--- config.mk ---
export PLATFORM = sky130hd
export DESIGN_NAME = drop_monitor_ctrl
export DESIGN_NICKNAME = d
export VERILOG_FILES = /design/src/hdl/drop_monitor_pkg.sv /design/src/hdl/sample_if.sv /design/src/hdl/sample_timer.sv /design/src/hdl/drop_monitor_ctrl.sv
export SDC_FILE = /design/constraint.sdc
export NUM_CORES = 1
export LEC_CHECK = 0
export BUFFER_PORTS_ARGS = -buffer_cell sky130_fd_sc_hd__buf_2
export CORE_ASPECT_RATIO = 0.8
export CORE_MARGIN = 3
export CORE_UTILIZATION = 50
export DETAILED_ROUTE_END_ITERATION = 6
export GPL_TIMING_DRIVEN = 1
export HOLD_SLACK_MARGIN = 0.03
export PLACE_DENSITY = 0.83
export SLEW_MARGIN = 20
export SYNTH_ARGS = -nofsm -noshare
export SYNTH_HDL_FRONTEND = slang
export SYNTH_HIERARCHICAL = 1
export SYNTH_SLANG_ARGS = --single-unit
export TNS_END_PERCENT = 30
--- constraint.sdc ---
create_clock -name clk -period 3.3 [get_ports clk]
set_input_delay 0.495 -clock clk [delete_from_list [all_inputs] [get_ports clk]]
set_output_delay 0.495 -clock clk [all_outputs]
set_load 0.01 [all_outputs]
--- src/hdl/drop_monitor_pkg.sv ---
// Constants shared by the supply drop detector control and its sample timer.
// Assumes a single 100 MHz system clock and a 32-bit AXI4-Lite register port.
package drop_monitor_pkg;
   localparam int unsigned CLK_HZ = 100_000_000;
   localparam int unsigned CLK_PERIOD_NS = 10;
   // Sample rates selectable by sampling_rate_select.
   localparam int unsigned FAST_RATE_HZ = 1000;
   localparam int unsigned SLOW_RATE_HZ = 125;
   localparam int unsigned FAST_PERIOD_CYC = CLK_HZ / FAST_RATE_HZ;
   localparam int unsigned SLOW_PERIOD_CYC = CLK_HZ / SLOW_RATE_HZ;
   // Time the comparator is powered per sample, and its settling time.
   localparam int unsigned SAMPLE_ON_NS = 80;
   localparam int unsigned SAMPLE_ON_CYC = (SAMPLE_ON_NS + CLK_PERIOD_NS - 1) / CLK_PERIOD_NS;
   localparam int unsigned SETTLE_NS = 100;
   localparam int unsigned SETTLE_CYC = (SETTLE_NS + CLK_PERIOD_NS - 1) / CLK_PERIOD_NS;
   localparam int unsigned TIMER_W = 20;
   // Register indices; byte address is four times the index.
   localparam logic [3:0] IDX_CTRL_A = 4'h0;
   localparam logic [3:0] IDX_CTRL_B = 4'h1;
   localparam logic [3:0] IDX_WATCH_CTRL = 4'h8;
   localparam logic [3:0] IDX_IRQ_CTRL = 4'h9;
   localparam logic [3:0] IDX_IRQ_FLAGS = 4'hA;
   localparam logic [3:0] IDX_STATUS = 4'hB;
   localparam logic [3:0] IDX_UNLOCK = 4'hF;
   localparam int unsigned ADDR_W = 6;
   // Field positions.
   localparam int unsigned SAMP_BIT = 4;
   localparam int unsigned ACTIVE_LSB = 2;
   localparam int unsigned SLEEP_LSB = 0;
   localparam int unsigned TRIG_LSB = 1;
   localparam int unsigned IE_BIT = 0;
   localparam int unsigned FLAG_BIT = 0;
   localparam int unsigned STATUS_BIT = 0;
   // Reset values of software-only fields.
   localparam logic [1:0] WATCH_LVL_RST = 2'h0;
   localparam logic [1:0] TRIG_RST = 2'h0;
   // Unlock key value is arbitrary; window length is counted in clock cycles.
   localparam logic [7:0] UNLOCK_KEY = 8'hA5;
   localparam logic [4:0] UNLOCK_WINDOW_CYC = 5'h10;
   typedef enum logic [1:0] {
      MODE_OFF = 2'h0, MODE_CONT = 2'h1, MODE_SAMPLED = 2'h2, MODE_HALT_WAKE = 2'h3
   } mode_t;
   typedef enum logic [1:0] {
      TRIG_BELOW = 2'h0, TRIG_ABOVE = 2'h1, TRIG_CROSS = 2'h2
   } trig_t;
   localparam logic [1:0] LVL_RESERVED = 2'h3;
   localparam logic [1:0] TRIG_RESERVED = 2'h3;
   typedef enum logic [2:0] {
      DET_OFF = 3'b001, DET_SETTLE = 3'b010, DET_ON = 3'b100
   } det_state_t;
   localparam logic [1:0] RESP_OKAY = 2'h0;
   localparam logic [1:0] RESP_SLVERR = 2'h2;
endpackage

--- src/hdl/sample_if.sv ---
// Signals between the detector control and its sample timer.
// Assumes both ends run on the same system clock.
`timescale 1ns/10ps
interface sample_if;
   logic run;
   logic rate_slow;
   logic window;
   logic take;
   modport timer (input run, input rate_slow, output window, output take);
   modport user (output run, output rate_slow, input window, input take);
endinterface

--- src/hdl/sample_timer.sv ---
// Period divider for sampled mode: powers the comparator briefly each period.
// Assumes run and rate_slow are synchronous to clk.
`timescale 1ns/10ps
module sample_timer #(
   parameter int unsigned FAST_PERIOD = drop_monitor_pkg::FAST_PERIOD_CYC,
   parameter int unsigned SLOW_PERIOD = drop_monitor_pkg::SLOW_PERIOD_CYC,
   parameter int unsigned ON_CYC = drop_monitor_pkg::SAMPLE_ON_CYC
) (
   input wire logic clk,
   input wire logic srst,
   sample_if.timer sif
);
   localparam int unsigned W = drop_monitor_pkg::TIMER_W;
   logic [W-1:0] count_q;
   logic [W-1:0] count_d;
   logic [W-1:0] last;
   logic at_end;

   assign last = sif.rate_slow ? W'(SLOW_PERIOD - 1) : W'(FAST_PERIOD - 1);
   assign at_end = count_q >= last;
   // The comparator is powered during the final cycles of each period.
   assign sif.window = sif.run && (count_q >= last - W'(ON_CYC - 1));
   assign sif.take = sif.run && at_end;
   assign count_d = (!sif.run || at_end) ? '0 : count_q + W'(1);

   always_ff @(posedge clk) begin
      if (srst) begin
         count_q <= '0;
      end else begin
         count_q <= count_d;
      end
   end
endmodule // sample_timer

--- src/hdl/drop_monitor_ctrl.sv ---
// Supply drop detector and voltage level watch control with AXI4-Lite registers.
// Assumes analog comparators drive supply_below_* synchronously to clk, and
// that the power manager drives deep_sleep high in standby or power-down.
//
// Design decisions made here: the register addresses and the AXI4-Lite interface to the registers.
`timescale 1ns/10ps
module drop_monitor_ctrl #(
   parameter int unsigned FAST_PERIOD = drop_monitor_pkg::FAST_PERIOD_CYC,
   parameter int unsigned SLOW_PERIOD = drop_monitor_pkg::SLOW_PERIOD_CYC
) (
   input wire logic clk,
   input wire logic srst,
   input wire logic [2:0] fuse_drop_level,
   input wire logic [1:0] fuse_run_mode,
   input wire logic [1:0] fuse_sleep_mode,
   input wire logic fuse_sampling_rate,
   input wire logic deep_sleep,
   input wire logic debug_halt,
   input wire logic supply_below_drop,
   input wire logic supply_below_watch,
   input wire logic [5:0] s_axi_awaddr,
   input wire logic s_axi_awvalid,
   output logic s_axi_awready,
   input wire logic [31:0] s_axi_wdata,
   input wire logic [3:0] s_axi_wstrb,
   input wire logic s_axi_wvalid,
   output logic s_axi_wready,
   output logic [1:0] s_axi_bresp,
   output logic s_axi_bvalid,
   input wire logic s_axi_bready,
   input wire logic [5:0] s_axi_araddr,
   input wire logic s_axi_arvalid,
   output logic s_axi_arready,
   output logic [31:0] s_axi_rdata,
   output logic [1:0] s_axi_rresp,
   output logic s_axi_rvalid,
   input wire logic s_axi_rready,
   output logic detector_power,
   output logic [2:0] drop_level_code,
   output logic [1:0] watch_level_code,
   output logic system_reset_req,
   output logic irq,
   output logic cpu_hold
);
   // Configuration and status registers.
   logic [2:0] drop_level_q;
   logic [1:0] run_mode_q;
   logic [1:0] sleep_mode_q;
   logic sampling_rate_select_q;
   logic [1:0] monitor_level_select_q;
   logic [1:0] monitor_trigger_select_q;
   logic monitor_irq_enable_q;
   logic monitor_irq_flag_q;
   logic watch_below_q;
   logic [4:0] unlock_cnt_q;
   // Detector control state.
   drop_monitor_pkg::det_state_t det_q;
   drop_monitor_pkg::det_state_t det_d;
   logic [3:0] settle_q;
   logic deep_prev_q;
   logic wake_hold_q;
   logic detector_power_q;
   logic reset_req_q;
   logic irq_q;
   logic cpu_hold_q;
   // Bus state.
   logic awready_q;
   logic wready_q;
   logic bvalid_q;
   logic [1:0] bresp_q;
   logic arready_q;
   logic rvalid_q;
   logic [31:0] rdata_q;
   logic [1:0] rresp_q;

   sample_if sif ();

   sample_timer #(
      .FAST_PERIOD(FAST_PERIOD),
      .SLOW_PERIOD(SLOW_PERIOD),
      .ON_CYC(drop_monitor_pkg::SAMPLE_ON_CYC)
   ) u_timer (
      .clk(clk),
      .srst(srst),
      .sif(sif)
   );

   // Mode selection: deep sleep uses the low-power field, else the run field.
   logic [1:0] eff_mode;
   logic mode_cont;
   logic mode_sampled;
   logic detector_active;
   assign eff_mode = deep_sleep ? sleep_mode_q : run_mode_q;
   // The low-power field has no halt-at-wake code, so 3 there means disabled.
   assign mode_cont = (eff_mode == drop_monitor_pkg::MODE_CONT) ||
      (!deep_sleep && eff_mode == drop_monitor_pkg::MODE_HALT_WAKE);
   assign mode_sampled = eff_mode == drop_monitor_pkg::MODE_SAMPLED;
   assign detector_active = mode_cont || mode_sampled;
   assign sif.run = mode_sampled;
   assign sif.rate_slow = sampling_rate_select_q;

   // A comparison is taken every cycle once settled, or once per sample period.
   logic take;
   assign take = (mode_cont && det_q == drop_monitor_pkg::DET_ON) ||
      (mode_sampled && sif.take);

   // Continuous-mode power-up sequence.
   logic settle_done;
   assign settle_done = settle_q == 4'(drop_monitor_pkg::SETTLE_CYC - 1);
   always_comb begin
      det_d = det_q;
      case (det_q)
         drop_monitor_pkg::DET_OFF: begin
            if (mode_cont) det_d = drop_monitor_pkg::DET_SETTLE;
         end
         drop_monitor_pkg::DET_SETTLE: begin
            if (!mode_cont) det_d = drop_monitor_pkg::DET_OFF;
            else if (settle_done) det_d = drop_monitor_pkg::DET_ON;
         end
         drop_monitor_pkg::DET_ON: begin
            if (!mode_cont) det_d = drop_monitor_pkg::DET_OFF;
         end
         default: det_d = drop_monitor_pkg::DET_OFF;
      endcase
   end

   // Level watch: active only when enabled and the detector is running.
   logic watch_active;
   logic crossed_down;
   logic crossed_up;
   logic crossing;
   assign watch_active = monitor_irq_enable_q && detector_active;
   assign crossed_down = supply_below_watch && !watch_below_q;
   assign crossed_up = !supply_below_watch && watch_below_q;
   always_comb begin
      case (monitor_trigger_select_q)
         drop_monitor_pkg::TRIG_BELOW: crossing = crossed_down;
         drop_monitor_pkg::TRIG_ABOVE: crossing = crossed_up;
         drop_monitor_pkg::TRIG_CROSS: crossing = crossed_down || crossed_up;
         default: crossing = 1'b0;
      endcase
   end
   logic flag_set;
   assign flag_set = watch_active && take && crossing;

   // Register write decode.
   logic wr_fire;
   logic rd_fire;
   logic [3:0] wr_idx;
   logic [3:0] rd_idx;
   logic wr_lane0;
   logic [7:0] wbyte;
   logic unlocked;
   assign wr_fire = awready_q && s_axi_awvalid && wready_q && s_axi_wvalid;
   assign rd_fire = arready_q && s_axi_arvalid;
   assign wr_idx = s_axi_awaddr[5:2];
   assign rd_idx = s_axi_araddr[5:2];
   assign wr_lane0 = wr_fire && s_axi_wstrb[0];
   assign wbyte = s_axi_wdata[7:0];
   assign unlocked = unlock_cnt_q != 5'h0;
   logic wr_ctrl_a;
   logic wr_watch;
   logic wr_irqctl;
   logic wr_flags;
   logic wr_unlock;
   assign wr_ctrl_a = wr_lane0 && wr_idx == drop_monitor_pkg::IDX_CTRL_A;
   assign wr_watch = wr_lane0 && wr_idx == drop_monitor_pkg::IDX_WATCH_CTRL;
   assign wr_irqctl = wr_lane0 && wr_idx == drop_monitor_pkg::IDX_IRQ_CTRL;
   assign wr_flags = wr_lane0 && wr_idx == drop_monitor_pkg::IDX_IRQ_FLAGS;
   assign wr_unlock = wr_lane0 && wr_idx == drop_monitor_pkg::IDX_UNLOCK;
   logic [1:0] new_sleep;
   logic [1:0] new_level;
   logic [1:0] new_trig;
   assign new_sleep = wbyte[drop_monitor_pkg::SLEEP_LSB +: 2];
   assign new_level = wbyte[1:0];
   assign new_trig = wbyte[drop_monitor_pkg::TRIG_LSB +: 2];
   logic wr_mapped;
   assign wr_mapped = wr_idx <= drop_monitor_pkg::IDX_CTRL_B ||
      (wr_idx >= drop_monitor_pkg::IDX_WATCH_CTRL && wr_idx <= drop_monitor_pkg::IDX_STATUS) ||
      wr_idx == drop_monitor_pkg::IDX_UNLOCK;

   // Register read multiplexer; unused bits read as zero.
   logic [7:0] rd_byte;
   logic rd_mapped;
   always_comb begin
      rd_byte = 8'h00;
      rd_mapped = 1'b1;
      case (rd_idx)
         drop_monitor_pkg::IDX_CTRL_A: begin
            rd_byte[drop_monitor_pkg::SAMP_BIT] = sampling_rate_select_q;
            rd_byte[drop_monitor_pkg::ACTIVE_LSB +: 2] = run_mode_q;
            rd_byte[drop_monitor_pkg::SLEEP_LSB +: 2] = sleep_mode_q;
         end
         drop_monitor_pkg::IDX_CTRL_B: rd_byte[2:0] = drop_level_q;
         drop_monitor_pkg::IDX_WATCH_CTRL: rd_byte[1:0] = monitor_level_select_q;
         drop_monitor_pkg::IDX_IRQ_CTRL: begin
            rd_byte[drop_monitor_pkg::TRIG_LSB +: 2] = monitor_trigger_select_q;
            rd_byte[drop_monitor_pkg::IE_BIT] = monitor_irq_enable_q;
         end
         drop_monitor_pkg::IDX_IRQ_FLAGS: rd_byte[drop_monitor_pkg::FLAG_BIT] = monitor_irq_flag_q;
         drop_monitor_pkg::IDX_STATUS: rd_byte[drop_monitor_pkg::STATUS_BIT] = watch_below_q;
         drop_monitor_pkg::IDX_UNLOCK: rd_byte = 8'h00;
         default: rd_mapped = 1'b0;
      endcase
   end

   // Fuse-loaded configuration: captured on every reset cycle; afterwards only the low-power field changes, by a write while unlocked.
   always_ff @(posedge clk) begin
      if (srst) begin
         drop_level_q <= fuse_drop_level;
         run_mode_q <= fuse_run_mode;
         sleep_mode_q <= fuse_sleep_mode;
         sampling_rate_select_q <= fuse_sampling_rate;
      end else if (wr_ctrl_a && unlocked) begin
         sleep_mode_q <= new_sleep;
      end
   end

   // Software settings and the unlock window.
   always_ff @(posedge clk) begin
      if (srst) begin
         monitor_level_select_q <= drop_monitor_pkg::WATCH_LVL_RST;
         monitor_trigger_select_q <= drop_monitor_pkg::TRIG_RST;
         monitor_irq_enable_q <= 1'b0;
         unlock_cnt_q <= 5'h0;
      end else begin
         if (wr_watch && new_level != drop_monitor_pkg::LVL_RESERVED) begin
            monitor_level_select_q <= new_level;
         end
         if (wr_irqctl) begin
            monitor_irq_enable_q <= wbyte[drop_monitor_pkg::IE_BIT];
            if (new_trig != drop_monitor_pkg::TRIG_RESERVED) begin
               monitor_trigger_select_q <= new_trig;
            end
         end
         // The window closes after one protected write so a key opens one change.
         if (wr_unlock && wbyte == drop_monitor_pkg::UNLOCK_KEY) begin
            unlock_cnt_q <= drop_monitor_pkg::UNLOCK_WINDOW_CYC;
         end else if (wr_ctrl_a) begin
            unlock_cnt_q <= 5'h0;
         end else if (unlocked) begin
            unlock_cnt_q <= unlock_cnt_q - 5'h1;
         end
      end
   end

   // Watch status and flag; a crossing in the clearing cycle is kept.
   always_ff @(posedge clk) begin
      if (srst) begin
         watch_below_q <= 1'b0;
         monitor_irq_flag_q <= 1'b0;
      end else begin
         if (take) watch_below_q <= supply_below_watch;
         if (flag_set) monitor_irq_flag_q <= 1'b1;
         else if (wr_flags && wbyte[drop_monitor_pkg::FLAG_BIT]) monitor_irq_flag_q <= 1'b0;
      end
   end

   // Detector sequencing and the outputs it drives.
   always_ff @(posedge clk) begin
      if (srst) begin
         det_q <= drop_monitor_pkg::DET_OFF;
         settle_q <= 4'h0;
         deep_prev_q <= 1'b0;
         wake_hold_q <= 1'b0;
         detector_power_q <= 1'b0;
         reset_req_q <= 1'b0;
         irq_q <= 1'b0;
         cpu_hold_q <= 1'b0;
      end else begin
         det_q <= det_d;
         settle_q <= (det_q == drop_monitor_pkg::DET_SETTLE) ? settle_q + 4'h1 : 4'h0;
         deep_prev_q <= deep_sleep;
         if (deep_prev_q && !deep_sleep && run_mode_q == drop_monitor_pkg::MODE_HALT_WAKE) begin
            wake_hold_q <= 1'b1;
         end else if (det_q == drop_monitor_pkg::DET_ON || !mode_cont) begin
            wake_hold_q <= 1'b0;
         end
         cpu_hold_q <= (wake_hold_q || (deep_prev_q && !deep_sleep &&
            run_mode_q == drop_monitor_pkg::MODE_HALT_WAKE)) &&
            det_q != drop_monitor_pkg::DET_ON;
         detector_power_q <= mode_cont || (mode_sampled && sif.window);
         if (!detector_active) reset_req_q <= 1'b0;
         else if (take) reset_req_q <= supply_below_drop;
         irq_q <= monitor_irq_enable_q && monitor_irq_flag_q && !debug_halt;
      end
   end

   // AXI4-Lite slave: one write and one read in flight; ready pulses for one cycle.
   always_ff @(posedge clk) begin
      if (srst) begin
         awready_q <= 1'b0;
         wready_q <= 1'b0;
         bvalid_q <= 1'b0;
         bresp_q <= drop_monitor_pkg::RESP_OKAY;
         arready_q <= 1'b0;
         rvalid_q <= 1'b0;
         rdata_q <= 32'h0000_0000;
         rresp_q <= drop_monitor_pkg::RESP_OKAY;
      end else begin
         awready_q <= s_axi_awvalid && s_axi_wvalid && !awready_q && !bvalid_q;
         wready_q <= s_axi_awvalid && s_axi_wvalid && !awready_q && !bvalid_q;
         if (wr_fire) begin
            bvalid_q <= 1'b1;
            bresp_q <= wr_mapped ? drop_monitor_pkg::RESP_OKAY : drop_monitor_pkg::RESP_SLVERR;
         end else if (s_axi_bready) begin
            bvalid_q <= 1'b0;
         end
         arready_q <= s_axi_arvalid && !arready_q && !rvalid_q;
         if (rd_fire) begin
            rvalid_q <= 1'b1;
            rdata_q <= {24'h00_0000, rd_byte};
            rresp_q <= rd_mapped ? drop_monitor_pkg::RESP_OKAY : drop_monitor_pkg::RESP_SLVERR;
         end else if (s_axi_rready) begin
            rvalid_q <= 1'b0;
         end
      end
   end

   assign s_axi_awready = awready_q;
   assign s_axi_wready = wready_q;
   assign s_axi_bvalid = bvalid_q;
   assign s_axi_bresp = bresp_q;
   assign s_axi_arready = arready_q;
   assign s_axi_rvalid = rvalid_q;
   assign s_axi_rdata = rdata_q;
   assign s_axi_rresp = rresp_q;
   assign detector_power = detector_power_q;
   assign drop_level_code = drop_level_q;
   assign watch_level_code = monitor_level_select_q;
   assign system_reset_req = reset_req_q;
   assign irq = irq_q;
   assign cpu_hold = cpu_hold_q;
endmodule // drop_monitor_ctrl

==> impl_metrics.toml <==
[run_status]
status = "complete, no violations"

[critical_path]
crit_fanout = 14
crit_required_ps = 3570
timing.rr.end = "u_timer/count_q[15]$_SDFF_PP0_"
regToRegStartpoint = "sampling_rate_select_q$_DFFE_PP_"
crit_path_top_delay_cell = "or4_1"
arrival_ps = 3140
end_kind = "flip-flop"
critPathMaxStageDelay_ps = 800
reg2regPathDepth = 7
crit_chain = "inv_1 > ha_1 > a2111oi_4 > nor3_1 > or3_4 > or4_1 > nor2_1"
crit_type = "flip-flop to flip-flop"
worstSetupStartpointType = "flip-flop"
r2r_slack_ps = 430

[clock_tree]
cts_tree = "done"
clk-insertion-delay-late_ps = 340
numCtsBuffers = 9
post_cts_buffers = 0
cts_num_sinks = 64
clockRootBuffer = "clkbuf_8"
cts_resized = 0
htree_levels = 3
hold_buffers = 0
ctsLongestPathBuffers = 2
path_clk_slew_ps = 80

[logic_synthesis]
synth_area_sq_mm = 0.00340
synth_async_sr_flop_share = 0
synth_fa_ha_area_frac = 0.0588
synth.most_common_cell = "dfxtp_1"
synth-compound-area-share = 0.0963
synthTopCellsByCount = "dfxtp_1, nor2_1, buf_4"
synth_top_area_cell = "dfxtp_1"
postSynthCellCount = 362
synth_simple_gate_area_frac = 0.246
synth_flop_cell = "dfxtp_1"
synth_seq_cells = 64
syn-mean-instance-area_sq_um = 9.40
synthDistinctLibCells = 65
synth_top_family_by_area = "simple AND/OR/NAND/NOR gates"
synth_top_area_frac = 0.329
ys_warn_count = 6
synth_edf_count = 8
yosysSeqAreaShare = 0.400
synth-xor-area-share = 0.0592
synthTopCellsByArea = "dfxtp_1, edfxtp_1, buf_4, ha_1, nor2_1"
muxShareOfSynthArea = 0.0379

[die]
placementRows = 26
dieArea_sq_mm = 0.00784
die_x_um = 98.3
die_h_um = 79.8
pin_count = 117
start_util = 0.523
coreArea_sq_mm = 0.00651

[placement]
numPortBuffers = 56
post_dp_cell_area_sq_mm = 0.00363
place_congestion = 0.797
hpwl_mm = 5.29

[drt]
viasPerCell = 5.31
ant_nets = 0
finalWirelength_mm = 7.06
drt-initial-drc-count = 124
first_pass_iters = 4
vias = 2690
drc = 0
post_drt_wl_per_cell_um = 13.9

[cells_and_area]
nNetsFinal = 501
syn2layout_area_growth_pct = 13.0
utilization = 0.591
design_area_sq_mm = 0.00385
n_antenna_cell = 0
nFillCells = 579
drive_gt1_frac = 0.236

[grt]
overflow = 0
grt_max_degree = 37
grt_pass1_vias = 2636
antenna_found_initial = 0
grt_pass1_wl_mm = 12.0
grtUsageTotal = 0.189

[sta]
hold_viol_final = 0
rsz0062_at_grt = "false"
clock_skew_ps = 7.87
period_minus_slack_ps = 2870
tns_ps = 0
drv_slew = 0
slew_headroom = 0.542
setup_viol = 0
fmax_mhz = 348
finalCritPeriodShare = 0.870
tightest_slew_ps = 687

[power]
p_leak_nw = 1.57
peakVddDrop_mv = 0.267
powerDensity_mw_per_mm2 = 483

[worst_hold_path]
hp-start = "debug_halt"
whs_endpoint = "irq$_SDFF_PP0_"
hp-class = "primary input to flip-flop"
holdPathStages = 2

[flow_run]
maxCapViolCount = 0
==> kinds of logic after synthesis <==
| kind of cell | Yosys count |
|---|---|
| compound gates | 42 |
| xor+xnor | 23 |
| fa+ha+maj | 16 |
| buf+inv | 59 |
| flops | 64 |
| mux | 10 |
| other cells | 1 |
| simple gates | 147 |
==> registers in the layout, summed over array words and instances (netlist names), 2 cells and up <==
signal / count
unlock_cnt_q: 5
run_mode_q: 2
u_timer/count_q: 20
settle_q: 4
sleep_mode_q: 2
s_axi_rdata: 5
drop_level_code: 3
monitor_trigger_select_q: 2
det_q: 3
watch_level_code: 2
==> worst max-delay path, delay by kind of cell, from the launching register on <==
family          cells  cell delay, ps
simple gates        4            1440
flops               1             480
fa+ha+maj           1             320
compound gates      1             290
buf+inv             1             270
==> power by group <==
| part | switching (mW) | internal (mW) |
|---|---|---|
| Sequential | 0.0281 | 0.830 |
| Combinational | 0.151 | 0.113 |
| Clock | 0.311 | 0.425 |
==> routing by layer <==
layer / vias to the layer above / track usage / wire (um)
li1: 1340 / - / -
met3: 2 / 0.0585 / 446
met4: 0 / 0.0559 / 17
met1: 1264 / 0.229 / 3120
met5: - / 0 / 0
met2: 84 / 0.326 / 3470
==> how the worst max path moves through the flow <==
stage / startpoint / to / slack [ps] / cells past startpoint
2_1_floorplan: sampling_rate_select_q$_DFFE_PP_ / u_timer/count_q[8]$_SDFF_PP0_ / 820 / 9
3_3_place_gp: sampling_rate_select_q$_DFFE_PP_ / u_timer/count_q[18]$_SDFF_PP0_ / 540 / 7
3_5_place_dp: sampling_rate_select_q$_DFFE_PP_ / u_timer/count_q[15]$_SDFF_PP0_ / 460 / 7
4_1_cts: sampling_rate_select_q$_DFFE_PP_ / u_timer/count_q[15]$_SDFF_PP0_ / 430 / 7
5_1_grt: sampling_rate_select_q$_DFFE_PP_ / u_timer/count_q[15]$_SDFF_PP0_ / 270 / 7
6_report: sampling_rate_select_q$_DFFE_PP_ / u_timer/count_q[15]$_SDFF_PP0_ / 430 / 7
==> per-stage QoR <==
step / power, mW / worst slack, ps / hold slack (ps) / std cells
final: 1.86 / 430 / 309 / 507
after global routing: 1.95 / 271 / 298 / 507
after CTS: 1.87 / 428 / 299 / 507
after detailed placement: 1.14 / 458 / 449 / 491
after global placement: 1.12 / 541 / 430 / 491
after floorplan: 1.09 / 823 / 433 / 390
==> layout make-up <==
class	count	area (sq um)	area share
clock buffer	9	124	0.0322
inverter	20	75.1	0.0195
timing repair buffer	56	280	0.0729
multi-input combinational	267	1800	0.469
tap	84	105	0.0273
sequential	64	1360	0.354
clock inverter	7	96.3	0.0250
==> cells in the final DEF (no fill, tap or decap), drive strengths merged, types with 3 or more instances in the layout <==
cell and n:
buf 56, nand3 15, clkbuf 9, nand4b 6, nor2 41, clkinv 4
xor2 7, nand2b 6, and4 4, dfxtp 56, a31oi 3, conb 29
a211oi 4, mux2 3, edfxtp 8, inv 19, and3 4, xnor2 16
nand4 5, mux2i 5, o21ai 6, a22oi 5, or4 4, nand2 21
nor4 10, ha 16, nor2b 3, nor3 12, or3 3, a21oi 10
No activity file was read; power rests on OpenSTA's default activity.
